`config.mk`:
```
export PLATFORM = sky130hd
export DESIGN_NAME = aib_irq_break_ctrl
export DESIGN_NICKNAME = d
export VERILOG_FILES = /design/src/aib_pkg.sv /design/src/aib_irq_break_ctrl.sv
export VERILOG_INCLUDE_DIRS = /design/src
export SDC_FILE = /design/constraint.sdc
export NUM_CORES = 1
export LEC_CHECK = 0
export BUFFER_PORTS_ARGS = -buffer_cell sky130_fd_sc_hd__buf_2
export CORE_ASPECT_RATIO = 1.25
export CORE_MARGIN = 5
export CORE_UTILIZATION = 45
export DETAILED_ROUTE_END_ITERATION = 12
export PLACE_DENSITY = 0.69
export SYNTH_ARGS = -nofsm -noshare
export SYNTH_HDL_FRONTEND = slang
export SYNTH_SLANG_ARGS = --single-unit
```
`constraint.sdc`:
```
create_clock -name clk -period 2.3 [get_ports clk]
set_input_delay 0.345 -clock clk [delete_from_list [all_inputs] [get_ports clk]]
set_output_delay 0.345 -clock clk [all_outputs]
set_load 0.01 [all_outputs]
```
`src/aib_defines.svh`:
```
// Constants for the auxiliary interrupt and breakpoint block
// Functional notes
// (RL1) All auxiliary requests leave through one shared vector address 0033h.
// (RL2) Pending-index reads a 4-bit source code, upper nibble zero.
// (RL3) Auxiliary bit 0 is highest priority, bit 7 lowest.
// (RL4) Enable register write stores one mask bit per source, 1 enables.
// (RL5) Enable register reads raw requests when select is 0, masks when 1.
// (RL6) Poll register bit 0 write sets select; reads the opposite view.
// (RL7) Status bit is one only when its source is active and enabled.
// (RL8) Reading summation low byte clears the summation request.
// (RL9) Reading conversion low byte clears it; active request blocks new results.
// (RL10) Extended control bit 4 gates the whole auxiliary group.
// (RL11) Global gate bit 7 blocks classic sources, never auxiliary ones.
// (RL12) Classic enable bits 6..0 mask serial1, timer2, serial0, timer1, ext1, timer0, ext0.
// (RL13) Any breakpoint control write arms the selected unit with current address bytes.
// (RL14) Control bit 7 reads any match; writing 1 clears selected match.
// (RL15) Space select bit 1: 0 data memory, 1 program memory.
// (RL16) Enable bit 0 lets the selected breakpoint unit match.
// (RL17) Breakpoint address is 16 bits, low and high byte registers.
// (RL18) Breakpoint match and digital low voltage share auxiliary bit 0.
// (RL19) SPI receive and two-wire status share auxiliary bit 2.
// (RL20) Pending index reports the highest enabled active request, else zero.
// (RL21) All registers of this block clear to zero on reset.
`ifndef AIB_DEFINES_SVH
`define AIB_DEFINES_SVH
`define AIB_ADDR_POLL 8'hA4
`define AIB_ADDR_PEND 8'hA5
`define AIB_ADDR_AUX_EN 8'hA6
`define AIB_ADDR_AUX_STAT 8'hA7
`define AIB_ADDR_IE 8'hA8
`define AIB_ADDR_BREAKPOINT_CONTROL 8'hA9
`define AIB_ADDR_BPL 8'hAA
`define AIB_ADDR_BPH 8'hAB
`define AIB_AUX_VECTOR 16'h0033
`define AIB_RESET_BYTE 8'h00
`define AIB_BIT_VIEW_SEL 0
`define AIB_BIT_GLOBAL 7
`define AIB_BIT_BP_STAT 7
`define AIB_BIT_BP_SPACE 1
`define AIB_BIT_BP_EN 0
`define AIB_BIT_EXT_AUX 4
`define AIB_BIT_SUM 6
`define AIB_BIT_CONV 5
`endif

```
`src/aib_pkg.sv`:
```
// Types for the auxiliary interrupt and breakpoint block
package aib_pkg;
    typedef struct packed {
        logic [7:0] addr;
        logic wr;
        logic rd;
        logic [7:0] wdata;
    } aib_sfr_req_t;
    typedef struct packed {
        logic seconds;
        logic millisecond;
        logic spi_tx;
        logic spi_rx_or_twi;
        logic analog_lowv;
        logic digital_lowv;
    } aib_aux_level_t;
    typedef struct packed {
        logic [15:0] addr;
        logic valid;
    } aib_mem_access_t;
endpackage

```
`src/aib_irq_break_ctrl.sv`:
```
// Auxiliary interrupt gating, classic enable register and breakpoint units
`include "aib_defines.svh"
module aib_irq_break_ctrl #(
    parameter int NUM_BP = 2,
    parameter int SEL_W = 1
) (
    input wire logic clk,
    input wire logic rst,
    input wire aib_pkg::aib_sfr_req_t sfr_req,
    output logic [7:0] sfr_rdata,
    input wire aib_pkg::aib_aux_level_t aux_level,
    input wire logic sum_done,
    input wire logic sum_lsb_read,
    input wire logic conv_done,
    input wire logic conv_lsb_read,
    output logic conv_result_hold,
    input wire logic [7:0] extended_irq_control,
    output logic aux_irq,
    output logic [15:0] aux_vector_addr,
    input wire logic [6:0] classic_req,
    output logic [6:0] classic_irq,
    input wire logic [SEL_W-1:0] memory_control_select,
    input wire aib_pkg::aib_mem_access_t data_access,
    input wire aib_pkg::aib_mem_access_t prog_fetch
);
    import aib_pkg::*;

    function automatic logic [3:0] aib_prio(input logic [7:0] act);
        logic [3:0] code;
        code = 4'h0;
        for (int i = 7; i >= 0; i--)
        begin
            if (act[i])
            begin
                code = 4'(i + 1);
            end
        end
        return code;
    endfunction

    logic [7:0] aux_mask;
    logic view_sel;
    logic [7:0] interrupt_enable;
    logic summation_irq_flag;
    logic conversion_irq_flag;
    logic [7:0] breakpoint_addr_low;
    logic [7:0] breakpoint_addr_high;
    logic [15:0] bp_addr [NUM_BP];
    logic [NUM_BP-1:0] bp_space;
    logic [NUM_BP-1:0] bp_en;
    logic [NUM_BP-1:0] bp_match;
    logic [NUM_BP-1:0] bp_hit;

    wire logic hit_poll = sfr_req.addr == `AIB_ADDR_POLL;
    wire logic hit_pend = sfr_req.addr == `AIB_ADDR_PEND;
    wire logic hit_en = sfr_req.addr == `AIB_ADDR_AUX_EN;
    wire logic hit_stat = sfr_req.addr == `AIB_ADDR_AUX_STAT;
    wire logic hit_ie = sfr_req.addr == `AIB_ADDR_IE;
    wire logic hit_breakpoint_control = sfr_req.addr == `AIB_ADDR_BREAKPOINT_CONTROL;
    wire logic hit_bpl = sfr_req.addr == `AIB_ADDR_BPL;
    wire logic hit_bph = sfr_req.addr == `AIB_ADDR_BPH;
    wire logic wr_breakpoint_control = sfr_req.wr && hit_breakpoint_control;
    wire logic [15:0] bp_cur_addr = {breakpoint_addr_high, breakpoint_addr_low}; // RL17
    wire logic any_bp_match = |bp_match; // RL14

    // Raw request lines in enable-register bit order
    wire logic [7:0] aux_raw = {
        aux_level.seconds,
        summation_irq_flag,
        conversion_irq_flag,
        aux_level.millisecond,
        aux_level.spi_tx,
        aux_level.spi_rx_or_twi, // RL19
        aux_level.analog_lowv,
        aux_level.digital_lowv || any_bp_match // RL18
    };
    wire logic [7:0] aux_irq_status = aux_raw & aux_mask; // RL7
    wire logic [3:0] aux_pending_index = aib_prio(aux_irq_status); // RL2 RL3 RL20
    wire logic [7:0] aux_en_view = view_sel ? aux_mask : aux_raw; // RL5
    wire logic [7:0] aux_poll_view = view_sel ? aux_raw : aux_mask; // RL6
    wire logic [7:0] breakpoint_control_view = {any_bp_match, 5'b0_0000,
        bp_space[memory_control_select], bp_en[memory_control_select]};

    wire logic [7:0] next_rdata =
        hit_poll ? aux_poll_view :
        hit_pend ? {4'h0, aux_pending_index} :
        hit_en ? aux_en_view :
        hit_stat ? aux_irq_status :
        hit_ie ? interrupt_enable :
        hit_breakpoint_control ? breakpoint_control_view :
        hit_bpl ? breakpoint_addr_low :
        hit_bph ? breakpoint_addr_high : `AIB_RESET_BYTE;

    assign aux_irq = (|aux_irq_status) && extended_irq_control[`AIB_BIT_EXT_AUX]; // RL10
    assign aux_vector_addr = `AIB_AUX_VECTOR; // RL1
    assign classic_irq = interrupt_enable[`AIB_BIT_GLOBAL] ?
        (classic_req & interrupt_enable[6:0]) : 7'h00; // RL11 RL12
    assign conv_result_hold = conversion_irq_flag; // RL9

    // Read data is latched so the core samples a stable value next cycle
    always_ff @(posedge clk)
    begin
        if (rst)
            sfr_rdata <= `AIB_RESET_BYTE;
        else if (sfr_req.rd)
            sfr_rdata <= next_rdata;
    end

    always_ff @(posedge clk)
    begin
        if (rst)
        begin
            aux_mask <= `AIB_RESET_BYTE; // RL21
            view_sel <= 1'b0;
            interrupt_enable <= `AIB_RESET_BYTE;
            breakpoint_addr_low <= `AIB_RESET_BYTE;
            breakpoint_addr_high <= `AIB_RESET_BYTE;
        end
        else if (sfr_req.wr)
        begin
            if (hit_en)
                aux_mask <= sfr_req.wdata; // RL4
            if (hit_poll)
                view_sel <= sfr_req.wdata[`AIB_BIT_VIEW_SEL]; // RL6
            if (hit_ie)
                interrupt_enable <= sfr_req.wdata; // RL12
            if (hit_bpl)
                breakpoint_addr_low <= sfr_req.wdata;
            if (hit_bph)
                breakpoint_addr_high <= sfr_req.wdata;
        end
    end

    // A completion in the same cycle as the low-byte read keeps the flag set
    always_ff @(posedge clk)
    begin
        if (rst)
        begin
            summation_irq_flag <= 1'b0;
            conversion_irq_flag <= 1'b0;
        end
        else
        begin
            summation_irq_flag <= sum_done || (summation_irq_flag && !sum_lsb_read); // RL8
            conversion_irq_flag <= conv_done || (conversion_irq_flag && !conv_lsb_read); // RL9
        end
    end

    // Per-unit compare against the chosen memory space
    for (genvar b = 0; b < NUM_BP; b++)
    begin : g_bp
        wire aib_mem_access_t acc = bp_space[b] ? prog_fetch : data_access; // RL15
        wire logic sel = memory_control_select == SEL_W'(b);
        assign bp_hit[b] = bp_en[b] && acc.valid && acc.addr == bp_addr[b]; // RL16

        always_ff @(posedge clk)
        begin
            if (rst)
            begin
                bp_addr[b] <= 16'h0000;
                bp_space[b] <= 1'b0;
                bp_en[b] <= 1'b0;
                bp_match[b] <= 1'b0;
            end
            else
            begin
                if (wr_breakpoint_control && sel)
                begin
                    bp_addr[b] <= bp_cur_addr; // RL13
                    bp_space[b] <= sfr_req.wdata[`AIB_BIT_BP_SPACE];
                    bp_en[b] <= sfr_req.wdata[`AIB_BIT_BP_EN];
                end
                // A new hit wins over a clear in the same cycle
                if (bp_hit[b])
                    bp_match[b] <= 1'b1;
                else if (wr_breakpoint_control && sel && sfr_req.wdata[`AIB_BIT_BP_STAT])
                    bp_match[b] <= 1'b0; // RL14
            end
        end
    end
endmodule // aib_irq_break_ctrl

```
==> impl_metrics.csv <==
group,metric,value,unit
setup_path,path_max_fanout,14,
yosys,syn-instance-count,473,
yosys,yosys.area_share.simple,0.188,
timing,rsz0062_at_grt,"false",
setup_path,startpoint_type,"register",
timing,slew_violations,0,
timing,finalSetupTns,0,ps
timing,setup_viol,0,
min_path,hold_class,"input pin to register",
final_layout,layout_commonest_cell,"buf_2",
setup_path,cp.required,2540,ps
global_route,grt_use_total,0.197,
final_layout,fin_cells,699,
power,p_leak,0.00258,uW
yosys,yosysUniqueCellTypes,54,
yosys,async_reset_ff_frac,0,
cts,clock_latency,330,ps
final_layout,num_antenna_cells,0,
flow_run,maxCapViolCount,0,
final_layout,mostFrequentLayoutCells,"buf_2 (89), mux2i_1 (80), dfxtp_1 (49)",
yosys,synth_top_family_by_area,"multiplexers",
routing,vias,3805,
yosys,synthXorXnorAreaFrac,0.0608,
run_status,outcome,"finished, final reports clean",
timing,tightest_slew,755,ps
timing,fmax,465,MHz
yosys,synth_top_cell_area_share,0.206,
die,fp.dieArea,12700,um^2
routing,viasPerCell,5.44,
routing,drt-initial-drc-count,156,
setup_path,crit_type,"register to register",
cts,ctsHoldBuffers,0,
routing,wl,12.3,mm
final_layout,drive_gt1_frac,0.257,
die,fp.dieH,125,um
die,row_count,42,
placed_design,dpl.hpwl,9.48,mm
cts,cts.htree.levels,3,
yosys,syn-cell-area,4760,um^2
setup_path,critPathTopFamily,"flip-flops",
die,coreArea,10500,um^2
yosys,syn_avg_cell_area,10.1,um^2
cts,cts_root_buf,"clkbuf_16",
placed_design,dp_cells,683,
setup_path,cp_slowest_stage_delay,800,ps
die,num_io_pins,113,
routing,postRouteAntennaNets,0,
setup_path,cp_slowest_cell,"dfxtp_1",
routing,wl_per_cell,17.6,um
timing,period_minus_slack,2150,ps
cts,clockBufferDepth,2,
cts,cts_made_buffers,9,
yosys,netlist.top_cell.by_area,"dfxtp_1",
yosys,synth_compound_area_frac,0.0823,
setup_path,end_kind,"register",
cts,cts.sinks,81,
yosys,synth.area.top_cells,"dfxtp_1 (21%), edfxtp_1 (20%), mux2i_1 (17%), nor2_1 (3.7%), and3_1 (3.3%)",
placed_design,gp_congestion,0.911,
die,initial_core_util,0.455,
timing,post-route-period-util,0.935,
cts,post_cts_buffers,0,
final_layout,syn_to_final_growth,19.1,%
yosys,synth_warnings,0,
routing,drc_errors,0,
global_route,gr-total-overflow,0,
power,p_per_area,611,nW/um^2
yosys,ys.flop_type,"dfxtp_1",
yosys,synth-seq-cells,81,
setup_path,crit_arrival,2390,ps
yosys,synth_edf_count,32,
yosys,muxShareOfSynthArea,0.199,
routing,drt_first_pass_iters,5,
global_route,antenna_found_initial,0,
power,ir_worst_vdd,0.000348,V
global_route,grt_pass1_vias,3912,
timing,max_slew_margin,0.496,
cts,tritoncts,"done",
timing,hold_viol,0,
timing,skew,5.41,ps
setup_path,crit_buf_inv,0,
cts,cts_resized,0,
placed_design,portBuffers,89,
final_layout,finalNetCount,642,
global_route,grt_max_degree,25,
yosys,yosysSeqAreaShare,0.408,
setup_path,worstPathCellList,"mux2i_1 -> xnor2_1 -> nor4_1 -> nand3_1 -> o41ai_2",
global_route,grt_pass1_wl,19.5,mm
die,die_x,102,um
cts,clk_pin_slew,60,ps
yosys,synth-adder-area-share,0,
[logic make-up (layout without fill, tap and decap cells)]
logic type                count (synthesis)  in the layout
buffers and inverters                    50            130
DFF                                      81             81
other                                     2             16
and+or+nand+nor                         161            161
muxes                                    90             90
AOI/OAI and AO/OA                        56             56
xor gates and xnor gates                 33             33
[layer usage]
metal  track usage  vias up  part of all wire
met2         0.334      121              0.51
met5             0        -                 0
li1              -     1869                 -
met4        0.0795        0             0.029
met3        0.0423       27             0.059
met1         0.241     1788              0.40
[Yosys cell counts, drive strengths merged, types with 3 or more instances]
cell and instances:
a21o 4, a21oi 11, a221oi 4, a31oi 6
a32o 3, and2 16, and3 25, buf 30
clkbuf 11, dfxtp 49, edfxtp 32, inv 9
mux2 7, mux2i 80, mux4 3, nand2 17
nand2b 3, nand3 17, nand4 7, nor2 50
nor2b 4, nor3 6, nor4 5, o211ai 3
o21ai 11, or2 4, xnor2 16, xor2 17
[sequential cells by signal, summed over array words and instances, names as in the netlist, 8 cells and up]
| signal | count |
|---|---|
| bp_addr | 32 |
| aux_mask | 8 |
| sfr_rdata | 8 |
| breakpoint_addr_low | 8 |
| interrupt_enable | 8 |
| breakpoint_addr_high | 8 |
[layout make-up]
type                            count  area, um^2
Fill cell                         974        4790
Multi-Input combinational cell    356        2590
Sequential cell                    81        1940
Timing Repair Buffer              105         591
Clock buffer                       10         229
Tap cell                          132         165
Clock inverter                      6         114
Inverter                            9        33.8
[stage by stage]
| step | util | hold WS (ps) | area (um^2) | setup slack, ps | power [uW] |
|---|---|---|---|---|---|
| finish | 0.542 | 219 | 5660 | 151 | 3460 |
| global route | 0.542 | 245 | 5660 | 30.1 | 3580 |
| CTS | 0.542 | 220 | 5660 | 134 | 3480 |
| detailed placement | 0.509 | 478 | 5320 | 137 | 1860 |
| global placement | 0.509 | 476 | 5320 | 188 | 1860 |
| floorplan | - | 462 | 4810 | 435 | 1740 |
[tightest hold or removal path, cell delays in order]
cell and delay, ps:
buf_2 80, a21oi_1 30, nor2_1 60
[power breakdown]
group          internal [uW]  switching (uW)
Sequential              1520            16.2
Combinational            123             177
Clock                   1060             565
[final timing paths]
check / startpoint / endpoint / slack, ps / cells past startpoint
max reg2reg: bp_space[1]$_SDFFE_PP0N_ / bp_match[1]$_SDFFE_PP0P_ / 150 / 5
min reg2reg: sfr_rdata[4]$_SDFFE_PP0P_ / sfr_rdata[4]$_SDFFE_PP0P_ / 480 / 2
min: sum_done / summation_irq_flag$_SDFF_PP0_ / 220 / 3
max: bp_space[1]$_SDFFE_PP0N_ / bp_match[1]$_SDFFE_PP0P_ / 150 / 5
Power figures use the tool's default switching activity.
